### src/include/vlsw_pkg.sv
// shared constants, types and register map of the video link switch control
package vlsw_pkg;

    // routing modes; the fourth two-bit code is never stored
    typedef enum logic [1:0] {VLSW_QUAD, VLSW_DUAL, VLSW_SINGLE} vlsw_mode_t;

    // structure sizes
    localparam int VLSW_OUTS = 4;          // output channels of the link
    localparam int VLSW_INPUTS = 16;       // high speed input channels
    localparam int VLSW_EQ_CH = 8;         // channels with an equalizer bit
    localparam int VLSW_IDX_W = 4;         // width of one source index
    localparam int VLSW_ROUTE_W = VLSW_OUTS * VLSW_IDX_W;

    // register bus address layout
    localparam int VLSW_ADDR_W = 11;       // byte address width
    localparam int VLSW_OFF_MSB = 7;       // offset field [7:0]
    localparam int VLSW_DEV_LSB = 8;       // slave select field [10:8]
    localparam int VLSW_DEV_MSB = 10;

    // register byte offsets
    localparam logic [7:0] VLSW_OFF_HS_MODE = 8'h00;
    localparam logic [7:0] VLSW_OFF_AUX_MODE = 8'h04;
    localparam logic [7:0] VLSW_OFF_TERM_PULSE = 8'h08;
    localparam logic [7:0] VLSW_OFF_RX_SET = 8'h0C;
    localparam logic [7:0] VLSW_OFF_INPUT_EQUALIZER_LEVEL = 8'h10;
    localparam logic [7:0] VLSW_OFF_STATUS = 8'h14;

    // field positions
    localparam int VLSW_MODE_LSB = 0;      // mode field [1:0]
    localparam int VLSW_MODE_MSB = 1;
    localparam int VLSW_CHAN_LSB = 4;      // channel field [7:4]
    localparam int VLSW_CHAN_MSB = 7;
    localparam int VLSW_GOFF_BIT = 0;      // global termination off
    localparam int VLSW_STAT_LOCK_BIT = 16;
    localparam int VLSW_STAT_PULSE_BIT = 17;
    localparam logic [1:0] VLSW_MODE_BAD = 2'h3;

    // axi responses
    localparam logic [1:0] VLSW_RESP_OKAY = 2'h0;
    localparam logic [1:0] VLSW_RESP_SLVERR = 2'h2;
    localparam logic [1:0] VLSW_RESP_DECERR = 2'h3;

    // termination pulse timing
    localparam int VLSW_CLK_PERIOD_NS = 10;
    localparam int VLSW_NS_PER_MS = 1000000;
    localparam int VLSW_PULSE_TIME_MS = 100;
    localparam int VLSW_PULSE_CYCLES =
        VLSW_PULSE_TIME_MS * VLSW_NS_PER_MS / VLSW_CLK_PERIOD_NS;
    localparam int VLSW_PULSE_CNT_W = 24;

    // software controlled settings
    typedef struct packed {
        vlsw_mode_t hs_mode;
        logic [VLSW_IDX_W-1:0] hs_chan;
        vlsw_mode_t aux_mode;
        logic [VLSW_IDX_W-1:0] aux_chan;
        logic [VLSW_INPUTS-1:0] term_pulse_en;
        logic term_global_off;
        logic [VLSW_EQ_CH-1:0] eq_level;
    } vlsw_ctrl_t;

    localparam vlsw_ctrl_t VLSW_CTRL_RESET = '{
        hs_mode: VLSW_QUAD,
        hs_chan: 4'h0,
        aux_mode: VLSW_QUAD,
        aux_chan: 4'h0,
        term_pulse_en: 16'h0000,
        term_global_off: 1'b0,
        eq_level: 8'h00
    };

    // board pins, carried through the synchroniser together
    typedef struct packed {
        logic reset_n;
        logic [2:0] slave_addr;
        logic [1:0] channel_select;
        logic equalizer_level;
    } vlsw_pins_t;

    localparam vlsw_pins_t VLSW_PINS_IDLE = '{
        reset_n: 1'b1,
        slave_addr: 3'h0,
        channel_select: 2'h0,
        equalizer_level: 1'b0
    };

    // quad mode, link 0: output k takes input k
    localparam logic [VLSW_ROUTE_W-1:0] VLSW_ROUTE_RESET = 16'h3210;

endpackage

### src/rtl/vlsw_ctrl.sv
// control logic of the four input video link switch
//
// The register offsets and the AXI4-Lite interface to the registers were left to the implementer.
`timescale 1ns/1ns

module vlsw_ctrl
    import vlsw_pkg::*;
#(
    parameter int unsigned PULSE_CYCLES = VLSW_PULSE_CYCLES
)
(
    input wire logic aclk,
    input wire logic aresetn,
    input wire logic [VLSW_ADDR_W-1:0] s_axi_awaddr,
    input wire logic [2:0] s_axi_awprot,
    input wire logic s_axi_awvalid,
    output logic s_axi_awready,
    input wire logic [31:0] s_axi_wdata,
    input wire logic [3:0] s_axi_wstrb,
    input wire logic s_axi_wvalid,
    output logic s_axi_wready,
    output logic [1:0] s_axi_bresp,
    output logic s_axi_bvalid,
    input wire logic s_axi_bready,
    input wire logic [VLSW_ADDR_W-1:0] s_axi_araddr,
    input wire logic [2:0] s_axi_arprot,
    input wire logic s_axi_arvalid,
    output logic s_axi_arready,
    output logic [31:0] s_axi_rdata,
    output logic [1:0] s_axi_rresp,
    output logic s_axi_rvalid,
    input wire logic s_axi_rready,
    input wire logic pin_reset_n,
    input wire logic [2:0] pin_slave_addr,
    input wire logic [1:0] pin_channel_select,
    input wire logic pin_equalizer_level,
    output logic [VLSW_ROUTE_W-1:0] hs_route,
    output logic [VLSW_ROUTE_W-1:0] aux_route,
    output logic [VLSW_INPUTS-1:0] input_term_disconnect,
    output logic [VLSW_EQ_CH-1:0] input_equalizer_level,
    output logic serial_active
);

    // read one register; top bit flags a mapped offset
    function automatic logic [32:0] reg_read(
        input logic [7:0] off,
        input vlsw_ctrl_t c,
        input logic [31:0] stat
    );
        logic [32:0] r;
        r = 33'h0;
        case (off)
            VLSW_OFF_HS_MODE: r = {1'b1, 24'h0, c.hs_chan, 2'h0, c.hs_mode};
            VLSW_OFF_AUX_MODE:
                r = {1'b1, 24'h0, c.aux_chan, 2'h0, c.aux_mode};
            VLSW_OFF_TERM_PULSE: r = {1'b1, 16'h0, c.term_pulse_en};
            VLSW_OFF_RX_SET: r = {1'b1, 31'h0, c.term_global_off};
            VLSW_OFF_INPUT_EQUALIZER_LEVEL: r = {1'b1, 24'h0, c.eq_level};
            VLSW_OFF_STATUS: r = {1'b1, stat};
            default: r = 33'h0;
        endcase
        return r;
    endfunction

    // pin synchroniser: stage one feeds stage two only
    vlsw_pins_t pins_meta;
    vlsw_pins_t pins_q;
    wire vlsw_pins_t pins_raw = '{
        reset_n: pin_reset_n,
        slave_addr: pin_slave_addr,
        channel_select: pin_channel_select,
        equalizer_level: pin_equalizer_level
    };

    always_ff @(posedge aclk)
    begin
        if (!aresetn)
        begin
            pins_meta <= VLSW_PINS_IDLE;
            pins_q <= VLSW_PINS_IDLE;
        end
        else
        begin
            pins_meta <= pins_raw;
            pins_q <= pins_meta;
        end
    end

    // control registers drop on either reset source
    wire ctrl_rst = !aresetn || !pins_q.reset_n;

    // settings, lock and pulse state
    vlsw_ctrl_t ctrl;
    vlsw_ctrl_t next_ctrl;
    logic serial_locked;
    logic [VLSW_PULSE_CNT_W-1:0] pulse_cnt;

    // write path holding registers
    logic aw_held;
    logic w_held;
    logic [VLSW_ADDR_W-1:0] wr_addr;
    logic [31:0] wr_data;
    logic [3:0] wr_strb;

    // handshakes; one write and one read at a time
    assign s_axi_awready = !aw_held && !s_axi_bvalid;
    assign s_axi_wready = !w_held && !s_axi_bvalid;
    assign s_axi_arready = !s_axi_rvalid;
    wire aw_take = s_axi_awvalid && s_axi_awready;
    wire w_take = s_axi_wvalid && s_axi_wready;
    wire ar_take = s_axi_arvalid && s_axi_arready;

    // write decode; a foreign slave select is left alone
    wire wr_commit = aw_held && w_held && !s_axi_bvalid;
    wire wr_dev_hit =
        wr_addr[VLSW_DEV_MSB:VLSW_DEV_LSB] == pins_q.slave_addr;
    wire [7:0] wr_off = wr_addr[VLSW_OFF_MSB:0];
    wire [31:0] status_word;
    wire [32:0] wr_old = reg_read(wr_off, ctrl, status_word);
    wire wr_mapped = wr_old[32];
    wire wr_do = wr_commit && wr_dev_hit;
    wire [31:0] wr_mask = {{8{wr_strb[3]}}, {8{wr_strb[2]}},
                           {8{wr_strb[1]}}, {8{wr_strb[0]}}};
    wire [31:0] wr_val = (wr_old[31:0] & ~wr_mask) | (wr_data & wr_mask);
    wire [1:0] wr_resp = !wr_dev_hit ? VLSW_RESP_DECERR :
                         !wr_mapped ? VLSW_RESP_SLVERR : VLSW_RESP_OKAY;

    // read decode
    wire rd_dev_hit =
        s_axi_araddr[VLSW_DEV_MSB:VLSW_DEV_LSB] == pins_q.slave_addr;
    wire [32:0] rd_word =
        reg_read(s_axi_araddr[VLSW_OFF_MSB:0], ctrl, status_word);
    wire rd_do = ar_take && rd_dev_hit;
    wire [1:0] rd_resp = !rd_dev_hit ? VLSW_RESP_DECERR :
                         !rd_word[32] ? VLSW_RESP_SLVERR : VLSW_RESP_OKAY;

    // mode fields; the unused code leaves the mode as it was
    wire [1:0] wr_mode = wr_val[VLSW_MODE_MSB:VLSW_MODE_LSB];
    wire wr_mode_ok = wr_mode != VLSW_MODE_BAD;
    wire [VLSW_IDX_W-1:0] wr_chan = wr_val[VLSW_CHAN_MSB:VLSW_CHAN_LSB];

    // register update from a committed write
    always_comb
    begin
        next_ctrl = ctrl;
        if (wr_do)
        begin
            case (wr_off)
                VLSW_OFF_HS_MODE:
                begin
                    next_ctrl.hs_chan = wr_chan;
                    if (wr_mode_ok)
                        next_ctrl.hs_mode = vlsw_mode_t'(wr_mode);
                end
                VLSW_OFF_AUX_MODE:
                begin
                    next_ctrl.aux_chan = wr_chan;
                    if (wr_mode_ok)
                        next_ctrl.aux_mode = vlsw_mode_t'(wr_mode);
                end
                VLSW_OFF_TERM_PULSE:
                    next_ctrl.term_pulse_en = wr_val[VLSW_INPUTS-1:0];
                VLSW_OFF_RX_SET:
                    next_ctrl.term_global_off = wr_val[VLSW_GOFF_BIT];
                VLSW_OFF_INPUT_EQUALIZER_LEVEL:
                    next_ctrl.eq_level = wr_val[VLSW_EQ_CH-1:0];
                default: next_ctrl = ctrl;  // status is read only
            endcase
        end
    end

    // settings and lock; only a reset reopens the pins
    always_ff @(posedge aclk)
    begin
        if (ctrl_rst)
        begin
            ctrl <= VLSW_CTRL_RESET;
            serial_locked <= 1'b0;
        end
        else
        begin
            ctrl <= next_ctrl;
            serial_locked <= serial_locked || wr_do || rd_do;
        end
    end

    // write channel capture, either order
    always_ff @(posedge aclk)
    begin
        if (!aresetn)
        begin
            aw_held <= 1'b0;
            w_held <= 1'b0;
            wr_addr <= '0;
            wr_data <= 32'h0;
            wr_strb <= 4'h0;
        end
        else
        begin
            if (aw_take)
                wr_addr <= s_axi_awaddr;
            if (w_take)
            begin
                wr_data <= s_axi_wdata;
                wr_strb <= s_axi_wstrb;
            end
            aw_held <= wr_commit ? 1'b0 : (aw_held || aw_take);
            w_held <= wr_commit ? 1'b0 : (w_held || w_take);
        end
    end

    // write response, held until bready
    always_ff @(posedge aclk)
    begin
        if (!aresetn)
        begin
            s_axi_bvalid <= 1'b0;
            s_axi_bresp <= VLSW_RESP_OKAY;
        end
        else if (wr_commit)
        begin
            s_axi_bvalid <= 1'b1;
            s_axi_bresp <= wr_resp;
        end
        else if (s_axi_bready)
            s_axi_bvalid <= 1'b0;
    end

    // read data, one cycle after the address is taken
    always_ff @(posedge aclk)
    begin
        if (!aresetn)
        begin
            s_axi_rvalid <= 1'b0;
            s_axi_rdata <= 32'h0;
            s_axi_rresp <= VLSW_RESP_OKAY;
        end
        else if (ar_take)
        begin
            s_axi_rvalid <= 1'b1;
            s_axi_rdata <= rd_dev_hit ? rd_word[31:0] : 32'h0;
            s_axi_rresp <= rd_resp;
        end
        else if (s_axi_rready)
            s_axi_rvalid <= 1'b0;
    end

    // effective selection: pins force quad and share one select
    wire vlsw_mode_t eff_hs_mode =
        serial_locked ? ctrl.hs_mode : VLSW_QUAD;
    wire vlsw_mode_t eff_aux_mode =
        serial_locked ? ctrl.aux_mode : VLSW_QUAD;
    wire [VLSW_IDX_W-1:0] pin_chan = {2'h0, pins_q.channel_select};
    wire [VLSW_IDX_W-1:0] eff_hs_chan =
        serial_locked ? ctrl.hs_chan : pin_chan;
    wire [VLSW_IDX_W-1:0] eff_aux_chan =
        serial_locked ? ctrl.aux_chan : pin_chan;
    wire [VLSW_ROUTE_W-1:0] next_hs_route;
    wire [VLSW_ROUTE_W-1:0] next_aux_route;

    // data channel selector, lanes of a link kept together in quad mode
    vlsw_route u_hs_route (
        .mode(eff_hs_mode),
        .chan(eff_hs_chan),
        .route(next_hs_route)
    );

    // auxiliary selector, own mode under serial control
    vlsw_route u_aux_route (
        .mode(eff_aux_mode),
        .chan(eff_aux_chan),
        .route(next_aux_route)
    );

    // a source switch is any move of the data route
    wire route_change = next_hs_route != hs_route;
    wire pulse_on = pulse_cnt != '0;
    wire [VLSW_PULSE_CNT_W-1:0] pulse_load = VLSW_PULSE_CNT_W'(PULSE_CYCLES);

    // pulse timer; a new switch restarts the full interval
    always_ff @(posedge aclk)
    begin
        if (ctrl_rst)
            pulse_cnt <= '0;
        else if (route_change)
            pulse_cnt <= pulse_load;
        else if (pulse_on)
            pulse_cnt <= pulse_cnt - 1'b1;
    end

    // termination: pins keep every input terminated
    wire [VLSW_INPUTS-1:0] pulse_mask = ctrl.term_pulse_en & {
        VLSW_INPUTS{pulse_on}};
    wire [VLSW_INPUTS-1:0] serial_term =
        {VLSW_INPUTS{ctrl.term_global_off}} | pulse_mask;
    wire [VLSW_INPUTS-1:0] next_term =
        serial_locked ? serial_term : '0;
    wire [VLSW_EQ_CH-1:0] next_eq = serial_locked ? ctrl.eq_level :
        {VLSW_EQ_CH{pins_q.equalizer_level}};

    assign status_word = {14'h0, pulse_on, serial_locked,
                          input_term_disconnect};

    // registered outputs toward the analogue side
    always_ff @(posedge aclk)
    begin
        if (ctrl_rst)
        begin
            hs_route <= VLSW_ROUTE_RESET;
            aux_route <= VLSW_ROUTE_RESET;
            input_term_disconnect <= '0;
            input_equalizer_level <= '0;
            serial_active <= 1'b0;
        end
        else
        begin
            hs_route <= next_hs_route;
            aux_route <= next_aux_route;
            input_term_disconnect <= next_term;
            input_equalizer_level <= next_eq;
            serial_active <= serial_locked;
        end
    end

    // lock holds once any addressed access is seen
    AST_LOCK_STICKY: assert property (@(posedge aclk) disable iff (ctrl_rst)
        (serial_locked || wr_do || rd_do) |=> serial_locked)
        else $error("serial lock dropped without reset");

    AST_RESET_DEFAULTS: assert property (@(posedge aclk)
        disable iff (!aresetn)
        ctrl_rst |=> (ctrl == VLSW_CTRL_RESET) && !serial_locked)
        else $error("control registers not at defaults after reset");

    // a foreign read must not set the lock; only a write in the same cycle may
    AST_FOREIGN_ADDR: assert property (@(posedge aclk)
        disable iff (ctrl_rst)
        (ar_take && !rd_dev_hit) |=> s_axi_rvalid &&
            (s_axi_rresp == VLSW_RESP_DECERR) &&
            (serial_locked == $past(serial_locked || wr_do)))
        else $error("foreign slave select not refused");

    AST_SINGLE_MODE: assert property (@(posedge aclk)
        disable iff (ctrl_rst)
        (serial_locked && ctrl.hs_mode == VLSW_SINGLE) |=>
            hs_route == {VLSW_OUTS{$past(ctrl.hs_chan)}})
        else $error("single mode does not fan one input out");

    AST_RESET_QUAD: assert property (@(posedge aclk)
        disable iff (!aresetn)
        ctrl_rst |=> (ctrl.hs_mode == VLSW_QUAD) &&
            (hs_route == VLSW_ROUTE_RESET))
        else $error("routing not quad after reset");

    AST_AUX_INDEPENDENT: assert property (@(posedge aclk)
        disable iff (ctrl_rst)
        (wr_do && wr_off == VLSW_OFF_HS_MODE) |=>
            $stable(ctrl.aux_mode) && $stable(ctrl.aux_chan))
        else $error("data mode write disturbed auxiliary mode");

    AST_PIN_SHARED: assert property (@(posedge aclk) disable iff (ctrl_rst)
        !serial_locked |=> hs_route == aux_route)
        else $error("pin control routes data and aux apart");

    AST_QUAD_LANES: assert property (@(posedge aclk)
        disable iff (ctrl_rst)
        (serial_locked && ctrl.hs_mode == VLSW_QUAD) |=>
            hs_route == {$past(ctrl.hs_chan[1:0]), 2'h3,
                         $past(ctrl.hs_chan[1:0]), 2'h2,
                         $past(ctrl.hs_chan[1:0]), 2'h1,
                         $past(ctrl.hs_chan[1:0]), 2'h0})
        else $error("lanes of one link routed differently");

    AST_PULSE_TERM: assert property (@(posedge aclk)
        disable iff (ctrl_rst)
        (pulse_on && serial_locked && !ctrl.term_global_off) |=>
            input_term_disconnect == $past(ctrl.term_pulse_en))
        else $error("pulse enabled inputs not disconnected");

    AST_GLOBAL_OFF: assert property (@(posedge aclk)
        disable iff (ctrl_rst)
        (serial_locked && ctrl.term_global_off) |=>
            input_term_disconnect == '1)
        else $error("global termination off not applied");

    AST_PIN_TERM_ON: assert property (@(posedge aclk)
        disable iff (ctrl_rst)
        !serial_locked |=> input_term_disconnect == '0)
        else $error("termination dropped under pin control");

    AST_SERIAL_EQ: assert property (@(posedge aclk) disable iff (ctrl_rst)
        serial_locked |=>
            input_equalizer_level == $past(ctrl.eq_level))
        else $error("equalizer not taken from register");

    // the edge that ends a reset still clears outputs, so skip it
    AST_PIN_EQ: assert property (@(posedge aclk) disable iff (ctrl_rst)
        (!ctrl_rst && !serial_locked) |=> input_equalizer_level ==
            {VLSW_EQ_CH{$past(pins_q.equalizer_level)}})
        else $error("pin equalizer level not applied to all");

    AST_SWITCH_PULSE: assert property (@(posedge aclk)
        disable iff (ctrl_rst)
        (!ctrl_rst && route_change) |=>
            (pulse_cnt == pulse_load) ##1 pulse_on)
        else $error("selection change did not restart pulse");

endmodule

### src/rtl/vlsw_route.sv
// source index per output channel for one routing mode and selection
`timescale 1ns/1ns
module vlsw_route
    import vlsw_pkg::*;
(
    input vlsw_mode_t mode,
    input wire logic [VLSW_IDX_W-1:0] chan,
    output logic [VLSW_ROUTE_W-1:0] route
);

    genvar k;

    // one selector per output channel
    generate
        for (k = 0; k < VLSW_OUTS; k++)
        begin : g_out
            localparam logic [1:0] OUT_K = 2'(k);
            // quad: whole link, channel k of it, so every lane matches
            wire [VLSW_IDX_W-1:0] quad_src = {chan[1:0], OUT_K};
            // dual: two locked 8:1 selectors over pairs of channels
            wire [VLSW_IDX_W-1:0] dual_src = {chan[2:0], OUT_K[0]};
            // single: one of 16 inputs fanned out to all outputs
            wire [VLSW_IDX_W-1:0] single_src = chan;
            assign route[k*VLSW_IDX_W +: VLSW_IDX_W] =
                (mode == VLSW_QUAD) ? quad_src :
                (mode == VLSW_DUAL) ? dual_src : single_src;
        end
    endgenerate

endmodule

### config.mk
export PLATFORM = sky130hd
export DESIGN_NAME = vlsw_ctrl
export DESIGN_NICKNAME = d
export VERILOG_FILES = /design/src/include/vlsw_pkg.sv /design/src/rtl/vlsw_ctrl.sv /design/src/rtl/vlsw_route.sv
export SDC_FILE = /design/constraint.sdc
export NUM_CORES = 1
export LEC_CHECK = 0
export ABC_AREA = 1
export BUFFER_PORTS_ARGS = -buffer_cell sky130_fd_sc_hd__buf_2
export CAP_MARGIN = 20
export CORE_MARGIN = 1.5
export CORE_UTILIZATION = 49
export DETAILED_ROUTE_END_ITERATION = 7
export GPL_ROUTABILITY_DRIVEN = 0
export MAX_ROUTING_LAYER = met4
export PLACE_DENSITY = 0.76
export REMOVE_ABC_BUFFERS = 1
export SLEW_MARGIN = 20
export SYNTH_ARGS = -nofsm -noshare
export SYNTH_HDL_FRONTEND = slang
export SYNTH_SLANG_ARGS = --single-unit
### constraint.sdc
create_clock -name aclk -period 1.55 [get_ports aclk]
set_input_delay 0 -clock aclk [delete_from_list [all_inputs] [get_ports aclk]]
set_output_delay 0 -clock aclk [all_outputs]
set_load 0.01 [all_outputs]
==> key figures <==
Global routing
  • First-pass GRT wire length: 38.3 mm
  • Number of global-route vias before repair: 8205
  • Largest net degree at the start of global routing: 49
  • GR Util All Layers: 0.303
  • Gr ovfl total: 0
  • Antenna violations before repair: 1

Synthesis
  • Syn avg cell area: 7.01 um2
  • Sequential-to-total area share from yosys stat: 0.428
  • FF+latch count, synth: 168
  • Mapped Cells: 1122
  • YS warnings: 0
  • Yosys cell types: 41
  • Synth area leader: dfxtp_1
  • Synth top area share: 0.428
  • Largest cells by area after synthesis: dfxtp_1 (43%), nand2_1 (10%), inv_1 (8.2%), nor2_1 (5.7%), a21oi_1 (5.5%)
  • Mapped cell area: 7860 um2

Floorplan
  • Die Y: 130 um
  • Core Region: 15800 um2
  • Row count: 46
  • Die Area: 16800 um2
  • Die width: 130 um
  • Initial core utilization: 0.498
  • Boundary Pins: 176

Finish
  • Core Util, Final: 0.739
  • Commonest cells after routing, fill and taps aside: nand2_1 (185), inv_1 (161), dfxtp_1 (156), buf_2 (137), buf_4 (125)
  • Non-filler instance count after layout: 1654
  • Syn-to-layout area delta: 48.3%
  • Layout cell share with drive strength beyond 1: 0.366
  • Layout Nets: 1505
  • Commonest non-fill, non-tap cell in the layout: nand2_1

Placement
  • DP Worst Slack: -0.329 ns
  • I/O Buffers: 137
  • Detail Placement HPWL: 16.5 mm
  • Placed instance count: 1544

Route
  • First drt pass iteration count: 7
  • Iteration-0 DRC Markers: 1059
  • Vias: 9181
  • DRC: 0
  • Detailed Route WL: 28.5 mm
  • Routed vias/inst: 5.55
  • Wire per inst: 17.2 um
  • Routed Antenna Nets: 0

Critical path
  • CP startpoint kind: register
  • Crit path kind: reg2reg
  • CP arrival: 2.17 ns
  • CP Max Fanout: 7
  • Setup crit end kind: register
  • Req. time, crit path: 1.88 ns

Clock tree
  • Inserted Clock Buffers: 17
  • Clock slew at reported path FFs: 0.07 ns
  • Clock latency on the worst-skew pair: 0.44 ns
  • CTS Buffer Depth: 2
  • Root Buffer: clkbuf_16
  • CTS tree: built
  • CTS H-tree depth: 4
  • Sink count of the clock tree: 168

Outcome
  • Failing checks: setup timing
  • Status: finished with violations

Hold path
  • Min-Delay Path Class: in2reg

Timing
  • Max-slew violation count: 0
  • Final setup viols: 74
  • Setup ws final: -0.290 ns
  • RSZ-0062 raised after global routing: true
  • Max-slew headroom: 0.659
  • TNS Setup: -12.46 ns
  • Worst Tran Pin Value: 0.512 ns
  • Minimum clock period: 1.84 ns
  • Fmax: 0.543 GHz
  • Post-route clock period utilization: 1.19
  • Clock Skew: 0.0111 ns
  • Final Hold Fails: 0

Job
  • Max-cap violations: 0

Pwr
  • Cell leakage power: 5.37 nW
  • Worst vdd ir: 855 uV
  • Pwr dens: 1120 nW/um2
[kinds of logic after synthesis]
family | count (synthesis) | synth area share
AND/OR/NAND/NOR | 456 | 0.249
buffers and inverters | 256 | 0.142
AO/OA/AOI/OAI | 221 | 0.157
flip-flops | 168 | 0.428
XOR/XNOR | 18 | 0.0201
adder cells (fa/ha/maj) | 2 | 0.00318
other | 1 | 0.000477
[report_power, final]
part / internal, mW / switching, mW / leakage (nW)
clock network: 2.54 / 1.87 / 0.296
logic: 1.66 / 2.21 / 3.70
registers: 4.61 / 0.218 / 1.37
[worst paths after layout]
kind / from / endpoint / slack [ns] / depth (start not counted)
min reg2reg: pins_meta[4] / pins_q[4] / 0.41 / 2
max reg2reg: wr_addr[7] / ctrl[7] / -0.29 / 14
min: s_axi_awvalid / wr_addr[2] / 0.02 / 4
max: wr_addr[7] / ctrl[7] / -0.29 / 14
[stage by stage]
| stage | hold slack, ns | instance area, um2 | total power, mW |
|---|---|---|---|
| global placement | 0.180 | 9450 | 7.80 |
| floorplan | 0.0935 | 7490 | 6.56 |
| CTS | 0.0202 | 11000 | 12.6 |
| detailed placement | 0.185 | 9450 | 7.88 |
| finish | 0.0182 | 11700 | 13.1 |
| global route | 0.0354 | 11700 | 13.6 |
[per-layer routing]
| layer | vias to the layer above | wire (um) | GRT usage |
|---|---|---|---|
| met5 | - | 0 | - |
| met1 | 4212 | 10500 | 0.350 |
| met4 | 0 | 1780 | 0.163 |
| met2 | 628 | 13700 | 0.496 |
| met3 | 202 | 2490 | 0.0595 |
| li1 | 4139 | - | - |
[cells in the mapped netlist, drive strengths merged]
master     n
nor2     135
o221ai     3
dfxtp    168
clkbuf    24
ha         2
o31ai      1
nand2    217
nor3      16
inv      185
a21oi     92
o22ai     30
o221a      1
nand3b     1
clkinv     2
conb       1
or2        4
o21bai     2
o21a       1
buf       45
o2111ai    1
xor2      10
xnor2      8
nand3     69
and2       1
o21ai     77
o211ai    13
nand4     11
nor4       2
[state kept, by name, indices dropped and copies added (netlist names)]
signal                 flops
wr_strb                    2
pulse_cnt                 24
serial_active              1
s_axi_bvalid               1
s_axi_rdata               18
s_axi_rresp                2
input_equalizer_level      8
s_axi_rvalid               1
pins_q                     5
aux_route                  6
hs_route                   6
ctrl                      37
wr_addr                   11
serial_locked              1
aw_held                    1
wr_data                   16
pin_chan                   2
input_term_disconnect     16
w_held                     1
s_axi_bresp                2
pins_meta                  7
[cell type report]
type                       instances  area, um2
clock buffer                      17        425
clock inverter                    14        173
fill                            1051       4110
inverter                         187        734
multi-input combinational        711       4140
sequential                       168       3390
tap                              216        270
antenna                            1       2.50
timing repair buffer             340       2530
[worst max-delay path, cell delays in order, from the launching register on]
cell	delay (ns)
dfxtp_2	0.34
inv_2	0.05
nand2_4	0.10
buf_12	0.12
clkinv_8	0.04
nand3_4	0.08
inv_4	0.07
nand2_4	0.08
buf_8	0.14
o211ai_1	0.10
o21ai_1	0.28
buf_4	0.20
nand3_2	0.05
nand2_1	0.07
inv_1	0.03
[what timing repair did]
item,CTS,global route
endpoints found under the setup margin,78,102
hold endpoints to repair,40,0
pin swaps,29,53
setup buffers,21,20
gates resized for setup,102,141
cloned,1,0
hold buffers,40,0
Note: power is estimated with default switching activity, not from simulation.
